## config.mk

```make
export PLATFORM = sky130hd
export DESIGN_NAME = psq_top
export DESIGN_NICKNAME = d
export VERILOG_FILES = /design/src/rtl/psq_pkg.sv /design/src/rtl/psq_sync_if.sv /design/src/rtl/psq_top.sv /design/src/rtl/psq_sync.sv /design/src/rtl/psq_timer.sv
export SDC_FILE = /design/constraint.sdc
export NUM_CORES = 1
export LEC_CHECK = 0
export ABC_CLOCK_PERIOD_IN_PS = 2900
export BUFFER_PORTS_ARGS = -buffer_cell sky130_fd_sc_hd__buf_2
export CELL_PAD_IN_SITES_DETAIL_PLACEMENT = 0
export CELL_PAD_IN_SITES_GLOBAL_PLACEMENT = 1
export CORE_ASPECT_RATIO = 1.1
export CORE_MARGIN = 4
export CORE_UTILIZATION = 47
export CTS_BUF_LIST = sky130_fd_sc_hd__clkbuf_16
export DETAILED_ROUTE_END_ITERATION = 8
export GPL_ROUTABILITY_DRIVEN = 0
export HOLD_SLACK_MARGIN = 0.03
export PLACE_DENSITY_LB_ADDON = 0.08
export SLEW_MARGIN = 0
export SYNTH_ARGS = -nofsm -noshare
export SYNTH_HDL_FRONTEND = slang
export SYNTH_SLANG_ARGS = --single-unit
```

## constraint.sdc

```tcl
create_clock -name ref_clk -period 2.9 [get_ports ref_clk]
set_clock_uncertainty 0.15 [all_clocks]
set_input_delay 0.145 -clock ref_clk [delete_from_list [all_inputs] [get_ports ref_clk]]
set_output_delay 0.145 -clock ref_clk [all_outputs]
set_load 0.005 [all_outputs]
```

## src/rtl/psq_pkg.sv

```systemverilog
// Package for the bus init and power-fail sequencer: timing constants and states.
// Assumes a 100 MHz reference clock.
package psq_pkg;
   localparam int unsigned CLK_MHZ          = 100;
   localparam int unsigned INIT_PULSE_US    = 10;    // Power-up init pulse length
   localparam int unsigned INIT_MIN_NS      = 1000;  // Least init length when cut short
   localparam int unsigned DOWN_PULSE_US    = 1;     // Brief init pulse on power-down
   localparam int unsigned INIT_PULSE_CYC   = INIT_PULSE_US * CLK_MHZ;
   localparam int unsigned INIT_MIN_CYC     = (INIT_MIN_NS * CLK_MHZ + 999) / 1000;
   localparam int unsigned DOWN_PULSE_CYC   = DOWN_PULSE_US * CLK_MHZ;
   localparam int unsigned CNT_W            = 12;
   localparam logic [1:0]  SYNC_RESET_VAL   = 2'h3;  // Lines read asserted under reset

   typedef enum logic [2:0] {
      PSQ_OFF,      // Dc-power-low asserted, everything halted
      PSQ_INIT,     // Init pulse at start, software or adapter reset
      PSQ_WAIT_AC,  // Waiting for ac-power-low to clear
      PSQ_RUN,      // Normal operation
      PSQ_DOWN      // Brief init pulse after dc-power-low assertion
   } psq_state_t;
endpackage : psq_pkg

```

## src/rtl/psq_sync_if.sv

```systemverilog
// Interface carrying synchronised power-status levels between the sync stage and the sequencer.
// Assumes one clock domain on both sides.
`timescale 1ns/1ns
`default_nettype none
interface psq_sync_if;
   logic dc_low;   // Dc-power-low asserted, active high after sync
   logic ac_low;   // Ac-power-low asserted, active high after sync
   modport src (output dc_low, output ac_low);
   modport dst (input dc_low, input ac_low);
endinterface : psq_sync_if
`default_nettype wire

```

## src/rtl/psq_top.sv

```systemverilog
// Bus initialise and power-fail sequencer: watches the power-status lines,
// drives the init pulse, raises power-fail interrupt, latches boot strap.
// Assumes a 100 MHz ref_clk; bus lines are asynchronous, active low, open drain.
// Function
// - Low-active lines asserted when low
// - Ignore bus while dc-power-low asserted
// - Ac-power-low assertion raises power-fail interrupt
// - Power-status lines are wired-OR
// - Init at start, software reset, adapter reset
// - Initialise only after dc-power-low deasserts
// - Power-up init pulse 10 us to 120 ms
// - Run only after ac-power-low deasserts
// - Halt activity while dc-power-low asserted
// - Brief init pulse when dc asserts
// - Ac-power-low may cut init, minimum 1 us
`timescale 1ns/1ns
`default_nettype none
module psq_top
   import psq_pkg::*;
(
   input  wire logic ref_clk,
   input  wire logic rstn,
   input  wire logic dc_power_low_n,       // Wired-OR bus line, low = asserted
   input  wire logic ac_power_low_n,       // Wired-OR bus line, low = asserted
   input  wire logic boot_strap_latch_in_n, // Strap, low = boot enabled
   input  wire logic sw_reset,             // Software reset instruction pulse
   input  wire logic adapter_reset,        // Explicit adapter reset command pulse
   output logic      bus_init_n,           // Bus-initialize, low = asserted
   output logic      bus_init_oe_n,        // Low while driving bus-initialize
   output logic      power_fail_irq,       // One-cycle power-fail interrupt
   output logic      halt,                 // High while activity is halted
   output logic      run,                  // High in normal operation
   output logic      boot_enable           // Strap captured at dc release
);
   typedef struct packed {
      psq_state_t state;
      logic       init;
      logic       irq;
      logic       halt;
      logic       run;
      logic       boot;
      logic       ac_prev;
      logic       strap_meta;
      logic       strap_sync;
   } psq_st_t;

   psq_st_t              st;
   psq_st_t              next_st;
   logic                 tmr_load;
   logic [CNT_W-1:0]     tmr_val;
   logic                 tmr_done;
   logic [CNT_W-1:0]     tmr_elapsed;

   psq_sync_if sync_if ();

   // Synchronise both power-status lines
   psq_sync psq_sync_inst (
      .ref_clk        (ref_clk),
      .rstn           (rstn),
      .dc_power_low_n (dc_power_low_n),
      .ac_power_low_n (ac_power_low_n),
      .sync           (sync_if.src)
   );

   // Pulse timer
   psq_timer psq_timer_inst (
      .ref_clk  (ref_clk),
      .rstn     (rstn),
      .load     (tmr_load),
      .load_val (tmr_val),
      .done     (tmr_done),
      .elapsed  (tmr_elapsed)
   );

   // Sequencer next-state logic
   always_comb begin
      next_st            = st;
      tmr_load           = 1'b0;
      tmr_val            = CNT_W'(INIT_PULSE_CYC);
      next_st.irq        = 1'b0;
      next_st.ac_prev    = sync_if.ac_low;
      next_st.strap_meta = ~boot_strap_latch_in_n;
      next_st.strap_sync = st.strap_meta;
      // Ac-power-low rising edge in any powered state raises the interrupt
      if (st.state != PSQ_OFF && sync_if.ac_low && !st.ac_prev) begin
         next_st.irq = 1'b1;
      end
      case (st.state)
         PSQ_OFF: begin
            next_st.halt = 1'b1;
            next_st.run  = 1'b0;
            next_st.init = 1'b0;
            // Everything but dc-power-low is ignored here
            if (!sync_if.dc_low) begin
               next_st.boot  = st.strap_sync;
               next_st.init  = 1'b1;
               next_st.state = PSQ_INIT;
               tmr_load      = 1'b1;
            end
         end
         PSQ_INIT: begin
            if (sync_if.dc_low) begin
               next_st.state = PSQ_DOWN;
               next_st.init  = 1'b1;
               tmr_load      = 1'b1;
               tmr_val       = CNT_W'(DOWN_PULSE_CYC);
            end else if (tmr_done
                         || (sync_if.ac_low && tmr_elapsed >= CNT_W'(INIT_MIN_CYC - 1))) begin
               next_st.init  = 1'b0;
               next_st.state = PSQ_WAIT_AC;
            end
         end
         PSQ_WAIT_AC: begin
            if (sync_if.dc_low) begin
               next_st.state = PSQ_DOWN;
               next_st.init  = 1'b1;
               next_st.halt  = 1'b1;
               tmr_load      = 1'b1;
               tmr_val       = CNT_W'(DOWN_PULSE_CYC);
            end else if (!sync_if.ac_low) begin
               next_st.halt  = 1'b0;
               next_st.run   = 1'b1;
               next_st.state = PSQ_RUN;
            end
         end
         PSQ_RUN: begin
            if (sync_if.dc_low) begin
               next_st.state = PSQ_DOWN;
               next_st.init  = 1'b1;
               next_st.halt  = 1'b1;
               next_st.run   = 1'b0;
               tmr_load      = 1'b1;
               tmr_val       = CNT_W'(DOWN_PULSE_CYC);
            end else if (sw_reset || adapter_reset) begin
               next_st.init  = 1'b1;
               next_st.halt  = 1'b1;
               next_st.run   = 1'b0;
               next_st.state = PSQ_INIT;
               tmr_load      = 1'b1;
            end
         end
         PSQ_DOWN: begin
            next_st.halt = 1'b1;
            next_st.run  = 1'b0;
            if (tmr_done) begin
               next_st.init  = 1'b0;
               next_st.state = PSQ_OFF;
            end
         end
         default: begin
            next_st.state = PSQ_OFF;
         end
      endcase
   end

   // State register; come up halted as if dc-power-low were asserted
   always_ff @(posedge ref_clk or negedge rstn) begin
      if (!rstn) begin
         st <= '{state: PSQ_OFF, init: 1'b0, irq: 1'b0, halt: 1'b1, run: 1'b0,
                 boot: 1'b0, ac_prev: 1'b1, strap_meta: 1'b0, strap_sync: 1'b0};
      end else begin
         st <= next_st;
      end
   end

   // Outputs straight from flops
   assign bus_init_n     = ~st.init;
   assign bus_init_oe_n  = ~st.init;
   assign power_fail_irq = st.irq;
   assign halt           = st.halt;
   assign run            = st.run;
   assign boot_enable    = st.boot;
endmodule : psq_top
`default_nettype wire

```

## src/rtl/psq_sync.sv

```systemverilog
// Two-stage synchroniser for the active-low wired-OR power-status lines.
// Assumes the lines arrive asynchronously from the backplane.
`timescale 1ns/1ns
`default_nettype none
module psq_sync
   import psq_pkg::*;
(
   input  wire logic  ref_clk,
   input  wire logic  rstn,
   input  wire logic  dc_power_low_n,
   input  wire logic  ac_power_low_n,
   psq_sync_if.src    sync
);
   typedef struct packed {
      logic [1:0] meta;
      logic [1:0] stable;
   } psq_sync_st_t;

   psq_sync_st_t st;
   psq_sync_st_t next_st;

   // Invert to active high and shift through two flops
   always_comb begin
      next_st        = st;
      next_st.meta   = {~dc_power_low_n, ~ac_power_low_n};
      next_st.stable = st.meta;
   end

   always_ff @(posedge ref_clk or negedge rstn) begin
      if (!rstn) begin
         st <= '{meta: SYNC_RESET_VAL, stable: SYNC_RESET_VAL};
      end else begin
         st <= next_st;
      end
   end

   // Only the second stage leaves this module
   assign sync.dc_low = st.stable[1];
   assign sync.ac_low = st.stable[0];
endmodule : psq_sync
`default_nettype wire

```

## src/rtl/psq_timer.sv

```systemverilog
// Down counter used to time init pulses.
// Assumes load and count come from the sequencer on the same clock.
`timescale 1ns/1ns
`default_nettype none
module psq_timer
   import psq_pkg::*;
(
   input  wire logic             ref_clk,
   input  wire logic             rstn,
   input  wire logic             load,
   input  wire logic [CNT_W-1:0] load_val,
   output logic                  done,
   output logic [CNT_W-1:0]      elapsed
);
   typedef struct packed {
      logic [CNT_W-1:0] left;
      logic [CNT_W-1:0] run;
   } psq_tmr_st_t;

   psq_tmr_st_t st;
   psq_tmr_st_t next_st;

   // Load restarts both the remaining and elapsed counts
   always_comb begin
      next_st = st;
      // The load edge is the first cycle of the pulse, so done follows load_val - 1 cycles later
      if (load) begin
         next_st.left = load_val - 1'b1;
         next_st.run  = '0;
      end else if (st.left != '0) begin
         next_st.left = st.left - 1'b1;
         next_st.run  = st.run + 1'b1;
      end
   end

   always_ff @(posedge ref_clk or negedge rstn) begin
      if (!rstn) begin
         st <= '0;
      end else begin
         st <= next_st;
      end
   end

   assign done    = (st.left == '0);
   assign elapsed = st.run;
endmodule : psq_timer
`default_nettype wire

```

==> insert_results.sql, run 1 <==
INSERT INTO impl_metrics (metric_group, metric, value, unit) VALUES
('timing', 'slew_headroom', '42.7', '%'),
('floorplan', 'die_w', '70.3', 'um'),
('pwr', 'cellPowerDensity', '897', 'mW/mm2'),
('synth', 'yosysTopAreaCell', 'dfrtp_1', ''),
('timing', 'tightestPinTransition', '0.859', 'ns'),
('synth', 'yosys_register_bits', '39', ''),
('synth', 'avgSynthCellArea', '10.1', 'um2'),
('timing', 'finalWorstSetupSlack', '0.465', 'ns'),
('final_layout', 'multiInputGateArea', '917', 'um2'),
('global_routing', 'grt_max_degree', '40', ''),
('floorplan', 'number_of_standard_cell_rows_in_the_floorplan', '24', ''),
('timing', 'unrepaired_setup_endpoints_after_global_routing', 'no', ''),
('synth', 'netlist-cell-type-count', '52', ''),
('synth', 'synthMostInstantiatedCell', 'dfrtp_1', ''),
('clock_network', 'clk_root_buffer_cell', 'clkbuf_16', ''),
('detailed_routing', 'route.detailed.vias_per_inst', '5.40', ''),
('global_routing', 'first_global_vias', '1426', ''),
('placement', 'count_of_port_buffers_added_during_placement', '12', ''),
('global_routing', 'grt_first_pass_wirelength', '6670', 'um'),
('worst_setup_path', 'critical_path_class', 'flip-flop to flip-flop', ''),
('worst_setup_path', 'cpLargestDelayFamily', 'simple AND/OR/NAND/NOR gates', ''),
('synth', 'synth_top_area_share', '41.1', '%'),
('detailed_routing', 'wl_per_cell', '13.9', 'um'),
('final_layout', 'stdcell_count', '268', ''),
('worst_setup_path', 'reg_to_reg_critical_path_startpoint', 'psq_timer_inst.st[12]', ''),
('final_layout', 'final_net_count', '225', ''),
('detailed_routing', 'detail_route.iter0.violations', '80', ''),
('worst_setup_path', 'worst_path_largest_cell_delay', '0.40', 'ns'),
('hold_path', 'hold_path.startpoint', 'sw_reset', ''),
('synth', 'synthesis.instances', '198', ''),
('floorplan', 'area_of_the_die', '0.00538', 'mm2'),
('timing', 'timing.hold.ws', '0.177', 'ns'),
('synth', 'synthesis.nets', '208', ''),
('outcome', 'run_status', 'complete, no violations', ''),
('hold_path', 'min_path_type', 'input port to flip-flop', ''),
('job', 'drv_cap', '0', ''),
('final_layout', 'fill_cells', '352', ''),
('detailed_routing', 'vias', '1446', ''),
('detailed_routing', 'post-route-drc-count', '0', ''),
('placement', 'dp_hpwl', '2610', 'um'),
('final_layout', 'final_layout_size_suffix_gt1_share', '19.9', '%'),
('worst_setup_path', 'path_buf_inv', '2', ''),
('worst_setup_path', 'worstPathCellList', 'inv_1, ha_1, nor3b_1, nand4_2, buf_4, o2111a_2, nor4_2, mux2_4', ''),
('pwr', 'ir_worst_vdd', '482', 'uV'),
('synth', 'synth_ff_type', 'dfrtp_1', ''),
('clock_network', 'post-cts-setup-buffer-count', '0', ''),
('timing', 'fin_tns_setup', '0', 'ns'),
('detailed_routing', 'drt_wl_total', '3740', 'um'),
('placement', 'dp_slack', '0.511', 'ns'),
('worst_setup_path', 'critical_path_at', '2.45', 'ns'),
('synth', 'synth_top_cells_by_count', 'dfrtp_1 (33), nor2_1 (28), nand2_1 (15), xor2_1 (15)', ''),
('final_layout', 'antennaDiodeCount', '0', ''),
('synth', 'yosysWarningCount', '0', ''),
('worst_setup_path', 'worst-endpoint-required', '2.91', 'ns'),
('timing', 'fin_crit', '2.43', 'ns'),
('timing', 'timing_max_transition_violations_final', '0', ''),
('detailed_routing', 'final_antenna_net_count', '0', ''),
('pwr', 'cellLeakagePower', '1.00', 'nW'),
('timing', 'finalSetupViolCount', '0', ''),
('worst_setup_path', 'timing.critical_path.from_type', 'flip-flop', ''),
('placement', 'placed_cell_count', '256', ''),
('detailed_routing', 'drt-pass1-iter-count', '4', ''),
('global_routing', 'grt_usage', '15.4', '%'),
('final_layout', 'ff_latch_area', '983', 'um2'),
('synth', 'synth_sequential_area_ratio', '49.0', '%'),
('worst_setup_path', 'worst_setup_path_startpoint', 'psq_timer_inst.st[12]', ''),
('clock_network', 'max-clock-path-buffers', '2', ''),
('placement', 'placement.cell_area', '0.00209', 'mm2'),
('worst_setup_path', 'critical_path_peak_fanout', '12', ''),
('clock_network', 'clock-sinks', '39', ''),
('floorplan', 'die_height', '76.6', 'um');
## routing by layer
metal  wire (um)  GRT usage [%]
met5           0              0
met4          54           5.94
met3         104           3.03
met2        1840           25.4
met1        1740           19.8
## cell type report
| class | count | share of cell area (%) |
|---|---|---|
| sequential | 39 | 42.9 |
| multi-input combinational | 141 | 40.0 |
| timing repair buffer | 20 | 5.67 |
| clock buffer | 5 | 5.45 |
| tap | 52 | 2.84 |
| clock inverter | 3 | 1.91 |
| inverter | 8 | 1.31 |
## worst register-to-register path, delay by kind of cell (launching register included)
family | cells | cell delay (ns)
buffers and inverters | 2 | 0.30
and+or+nand+nor | 3 | 0.83
muxes | 1 | 0.33
DFF | 1 | 0.40
AOI/OAI and AO/OA | 1 | 0.18
adders and majority gates | 1 | 0.14
## kinds of logic (layout without fill, tap and decap cells)
kind of cell | count (synthesis) | in the layout | synth area share [%]
AO/OA/AOI/OAI | 29 | 29 | 10.3
AND/OR/NAND/NOR | 85 | 85 | 22.5
buffers and inverters | 18 | 36 | 5.36
multiplexers | 3 | 3 | 1.81
adder cells (fa/ha/maj) | 3 | 3 | 1.87
XOR/XNOR | 21 | 21 | 9.16
flip-flops | 39 | 39 | 49.0
## flip-flops by register name, indices dropped and copies added (netlist names)
name and cells:
psq_timer_inst.elapsed 12, psq_timer_inst.st 12, st 6, psq_sync_inst.next_st 2, boot_enable 1, halt 1, next_st 1, power_fail_irq 1
psq_sync_inst.sync.ac_low 1, psq_sync_inst.sync.dc_low 1, run 1
## cell usage in the layout, fill, tap and decap left out, types with 7 or more instances in the layout
| master | synthesis | routed |
|---|---|---|
| nand2_1 | 15 | 15 |
| nand4_1 | 7 | 7 |
| xor2_1 | 15 | 15 |
| nor2_1 | 28 | 28 |
| buf_2 | 0 | 12 |
| nor3_1 | 9 | 9 |
| inv_1 | 8 | 8 |
| o21ai_0 | 9 | 9 |
| dfrtp_1 | 33 | 33 |
## through the flow
stage                     utilization (%)  total power, mW
after floorplan                         -             1.31
after global placement               51.5             1.43
after detailed placement             51.5             1.46
after CTS                            56.6             2.08
after global routing                 56.6             2.22
final                                56.6             2.06
## worst paths after layout
| path | to | slack (ns) | cells past startpoint |
|---|---|---|---|
| worst max-delay path | st[8] | 0.47 | 8 |
| worst min-delay path | run | 0.18 | 4 |
| worst max register to register | st[8] | 0.47 | 8 |
| worst min register to register | st[0] | 0.20 | 0 |
| max in group asynchronous | psq_timer_inst.st[19] | 1.68 | 2 |
| min in group asynchronous | psq_timer_inst.elapsed[10] | 0.37 | 2 |
## report_power, final
| group | switching [mW] | leakage (nW) | internal [mW] |
|---|---|---|---|
| Sequential | 0.151 | 0.482 | 0.674 |
| Combinational | 0.351 | 0.435 | 0.275 |
| Clock | 0.203 | 0.0838 | 0.405 |
| Total | 0.704 | 1.00 | 1.35 |
## what timing repair did
action / 4_1_cts / 5_1_grt
hold buffers: 4 / 0
resized for setup: 0 / 0
hold endpoints to repair: 36 / 0
setup endpoints to repair: 0 / 0
No activity file was read; power rests on OpenSTA's default activity.
==> run 2: changes to the inputs <==
--- a/config.mk
+++ b/config.mk
@@ -5,13 +5,14 @@
 export SDC_FILE = /design/constraint.sdc
 export NUM_CORES = 1
 export LEC_CHECK = 0
-export ABC_CLOCK_PERIOD_IN_PS = 2900
+export ABC_AREA = 1
+export ABC_CLOCK_PERIOD_IN_PS = 2250
 export BUFFER_PORTS_ARGS = -buffer_cell sky130_fd_sc_hd__buf_2
 export CELL_PAD_IN_SITES_DETAIL_PLACEMENT = 0
 export CELL_PAD_IN_SITES_GLOBAL_PLACEMENT = 1
 export CORE_ASPECT_RATIO = 1.1
 export CORE_MARGIN = 4
-export CORE_UTILIZATION = 47
+export CORE_UTILIZATION = 45
 export CTS_BUF_LIST = sky130_fd_sc_hd__clkbuf_16
 export DETAILED_ROUTE_END_ITERATION = 8
 export GPL_ROUTABILITY_DRIVEN = 0
==> constraint.sdc (replaced) <==
create_clock -name ref_clk -period 2.25 [get_ports ref_clk]
set_clock_uncertainty 0.15 [all_clocks]
set_input_delay 0.1125 -clock ref_clk [delete_from_list [all_inputs] [get_ports ref_clk]]
set_output_delay 0.1125 -clock ref_clk [all_outputs]
set_load 0.005 [all_outputs]
==> insert_results.sql, run 2 <==
INSERT INTO impl_metrics (metric_group, metric, value, unit) VALUES
('outcome', 'run_status', 'complete, no violations', ''),
('timing', 'timing_max_transition_violations_final', '0', ''),
('clock_network', 'max-clock-path-buffers', '2', ''),
('pwr', 'power.internal', '1.90', 'mW'),
('detailed_routing', 'final_antenna_net_count', '0', ''),
('pwr', 'seq_power_share', '36.0', '%'),
('worst_setup_path', 'worstPathCellList', 'inv_1, ha_1, nand2_1, nor2_2, nand2_4, inv_2, nor2_1, nand2_1, nand2_1, nand2_1, nand2_1', ''),
('synth', 'yosysTopAreaCell', 'dfrtp_1', ''),
('timing', 'finalWorstSetupSlack', '0.345', 'ns'),
('worst_setup_path', 'r2r_end', 'st[8]', ''),
('worst_setup_path', 'critPathMostFrequentCell', 'nand2_1', ''),
('final_layout', 'stdcell_count', '335', ''),
('worst_setup_path', 'crit_end_category', 'flip-flop', ''),
('timing', 'timing.final.hold_violations', '0', ''),
('global_routing', 'grt_max_degree', '23', ''),
('worst_setup_path', 'path_buf_inv', '2', ''),
('detailed_routing', 'vias', '1668', ''),
('worst_setup_path', 'worst_r2r_path_depth', '11', ''),
('floorplan', 'die_w', '73.4', 'um'),
('detailed_routing', 'drt_wl_total', '4260', 'um'),
('synth', 'number_of_flops_mapped_to_enable_cells_by_yosys', '0', ''),
('worst_setup_path', 'critical_path_cell_count', '11', ''),
('worst_setup_path', 'reg_to_reg_critical_path_startpoint', 'psq_timer_inst.st[12]', ''),
('synth', 'adder_cell_share_of_the_synthesized_area', '1.77', '%'),
('global_routing', 'grt_usage', '17.0', '%'),
('placement', 'count_of_port_buffers_added_during_placement', '12', ''),
('synth', 'synth_ff_type', 'dfrtp_1', ''),
('worst_setup_path', 'worst-endpoint-required', '2.27', 'ns'),
('synth', 'yosys-top-cells-area', 'dfrtp_1 (39%), nand2_1 (12%), dfstp_2 (7.4%)', ''),
('timing', 'fin_crit', '1.90', 'ns'),
('worst_setup_path', 'critical_path_class', 'flip-flop to flip-flop', ''),
('worst_setup_path', 'worst_setup_path_startpoint', 'psq_timer_inst.st[12]', ''),
('synth', 'synthMostInstantiatedCell', 'nand2_1', ''),
('timing', 'finalSetupViolCount', '0', ''),
('worst_setup_path', 'reg2reg_setup_slack', '0.35', 'ns'),
('floorplan', 'number_of_standard_cell_rows_in_the_floorplan', '25', ''),
('final_layout', 'most-common-layout-cells', 'nand2_1 (70), dfrtp_1 (33), nor2_1 (30)', ''),
('detailed_routing', 'detail_route.iter0.violations', '114', ''),
('placement', 'placed_cell_count', '323', ''),
('timing', 'unrepaired_setup_endpoints_after_global_routing', 'no', ''),
('synth', 'synth_top_cells_by_count', 'nand2_1 (70), dfrtp_1 (33), nor2_1 (30)', ''),
('floorplan', 'core-area', '0.00441', 'mm2'),
('pwr', 'cellLeakagePower', '1.17', 'nW'),
('detailed_routing', 'drt-pass1-iter-count', '4', ''),
('synth', 'synthMuxAreaShare', '0.531', '%'),
('synth', 'yosysWarningCount', '0', ''),
('timing', 'period_share', '84.7', '%'),
('synth', 'yosys.area_share.xor_xnor', '4.55', '%'),
('worst_setup_path', 'setup.worst_path.end', 'st[8]', ''),
('hold_path', 'min_path_type', 'input port to asynchronous set/reset pin', ''),
('final_layout', 'final_common_cell', 'nand2_1', ''),
('pwr', 'power.switching', '1.07', 'mW'),
('synth', 'synth_async_sr_flop_share', '100', '%'),
('global_routing', 'grt_first_pass_wirelength', '7690', 'um'),
('final_layout', 'final_core_util', '55.4', '%'),
('pwr', 'comb_power_share', '33.7', '%'),
('final_layout', 'antennaDiodeCount', '0', ''),
('synth', 'synth_top_area_share', '39.0', '%'),
('synth', 'synth_sequential_area_ratio', '46.4', '%'),
('worst_setup_path', 'timing.critical_path.from_type', 'flip-flop', ''),
('clock_network', 'clk_root_buffer_cell', 'clkbuf_16', ''),
('clock_network', 'cts_tree', 'built', ''),
('worst_setup_path', 'cpLargestDelayFamily', 'simple AND/OR/NAND/NOR gates', ''),
('floorplan', 'boundaryPins', '13', ''),
('pwr', 'share_clk_of_total_power', '30.3', '%'),
('clock_network', 'clkSlewWorstSetupHoldPaths', '0.06', 'ns'),
('worst_setup_path', 'slowest_stage', 'dfrtp_1', ''),
('pwr', 'ir_worst_vdd', '570', 'uV'),
('final_layout', 'syn_to_final_growth', '15.3', '%'),
('final_layout', 'final_layout_size_suffix_gt1_share', '17.1', '%'),
('synth', 'synthesis.instances', '260', ''),
('pwr', 'cellPowerDensity', '1210', 'mW/mm2'),
('timing', 'slew_headroom', '72.8', '%'),
('detailed_routing', 'post-route-drc-count', '0', ''),
('worst_setup_path', 'worst_path_largest_cell_delay', '0.41', 'ns'),
('floorplan', 'die_height', '80.0', 'um'),
('synth', 'synth_top_family_by_area', 'simple AND/OR/NAND/NOR gates', ''),
('final_layout', 'final_net_count', '290', ''),
('synth', 'synth_simple_gate_area_share', '30.6', '%'),
('synth', 'yosys_register_bits', '39', ''),
('clock_network', 'cts.hold.buffers_added', '4', ''),
('placement', 'dp_slack', '0.333', 'ns'),
('synth', 'synthesis.area', '0.00212', 'mm2'),
('synth', 'synth_compound_area_share', '9.27', '%'),
('clock_network', 'worst_skew_pair.late_latency', '0.28', 'ns'),
('timing', 'fmax', '0.525', 'GHz'),
('worst_setup_path', 'critical_path_at', '1.93', 'ns'),
('placement', 'dp_hpwl', '3040', 'um'),
('detailed_routing', 'route.detailed.vias_per_inst', '4.98', ''),
('synth', 'avgSynthCellArea', '8.15', 'um2'),
('detailed_routing', 'wl_per_cell', '12.7', 'um'),
('floorplan', 'area_of_the_die', '0.00587', 'mm2'),
('global_routing', 'first_global_vias', '1694', ''),
('clock_network', 'cts-buffers-inserted', '5', ''),
('worst_setup_path', 'critical_path_peak_fanout', '18', ''),
('global_routing', 'globalRouteOverflowTotal', '0', ''),
('clock_network', 'post_cts.resized_instances', '0', ''),
('clock_network', 'h-tree-depth', '2', ''),
('timing', 'fin_tns_setup', '0', 'ns'),
('global_routing', 'grt_antenna_before_repair', '0', ''),
('job', 'drv_cap', '0', ''),
('clock_network', 'clock-sinks', '39', ''),
('clock_network', 'post-cts-setup-buffer-count', '0', ''),
('synth', 'netlist-cell-type-count', '34', ''),
('pwr', 'switching_share', '36.0', '%'),
('synth', 'synthesis.nets', '270', ''),
('timing', 'tightestPinTransition', '0.407', 'ns'),
('floorplan', 'initial_core_util', '48.1', '%');
## run 2: power groups by stage
stage / logic [mW] / clock network [mW] / registers, mW
after global placement: 1.00 / 0 / 1.08
after detailed placement: 0.999 / 0 / 1.08
final: 1.00 / 0.900 / 1.07
after global routing: 1.15 / 0.961 / 1.09
after CTS: 1.01 / 0.919 / 1.07
after floorplan: 0.832 / 0 / 1.04
## run 2: cell type report
| type | count | area, um2 |
|---|---|---|
| timing repair buffer | 18 | 115 |
| multi-input combinational | 190 | 990 |
| tap | 54 | 67.6 |
| clock buffer | 5 | 125 |
| inverter | 26 | 100 |
| fill | 405 | 1970 |
| clock inverter | 3 | 63.8 |
| sequential | 39 | 983 |
## run 2: metrics by stage
stage | hold slack, ns | power, mW | instance area (um2)
after floorplan | -0.333 | 1.87 | 2120
after global placement | -0.0744 | 2.08 | 2220
after detailed placement | -0.0768 | 2.08 | 2220
after CTS | 0.157 | 3.00 | 2440
after global routing | 0.179 | 3.20 | 2440
final | 0.141 | 2.97 | 2440
## run 2: worst min-delay path by stage
stage	startpoint	to	slack, ns
global route	rstn	st[9]	0.18
global placement	rstn	st[9]	-0.07
detailed placement	rstn	st[9]	-0.08
CTS	rstn	st[9]	0.16
floorplan	rstn	boot_enable	-0.33
finish	rstn	st[8]	0.14
## run 2: logic make-up after synthesis
group / Yosys count
multiplexers: 1
AND/OR/NAND/NOR: 143
XOR/XNOR: 11
flip-flops: 39
AO/OA/AOI/OAI: 32
adder cells (fa/ha/maj): 3
buffers and inverters: 31
## run 2: routing by layer
layer  track usage [%]  vias to the layer above  routed length, um
li1                  -                      870                  -
met1              22.7                      768               2050
met2              26.3                       22               2000
met3              3.90                        8                119
met4              6.88                        0                 85
met5                 0                        -                  0
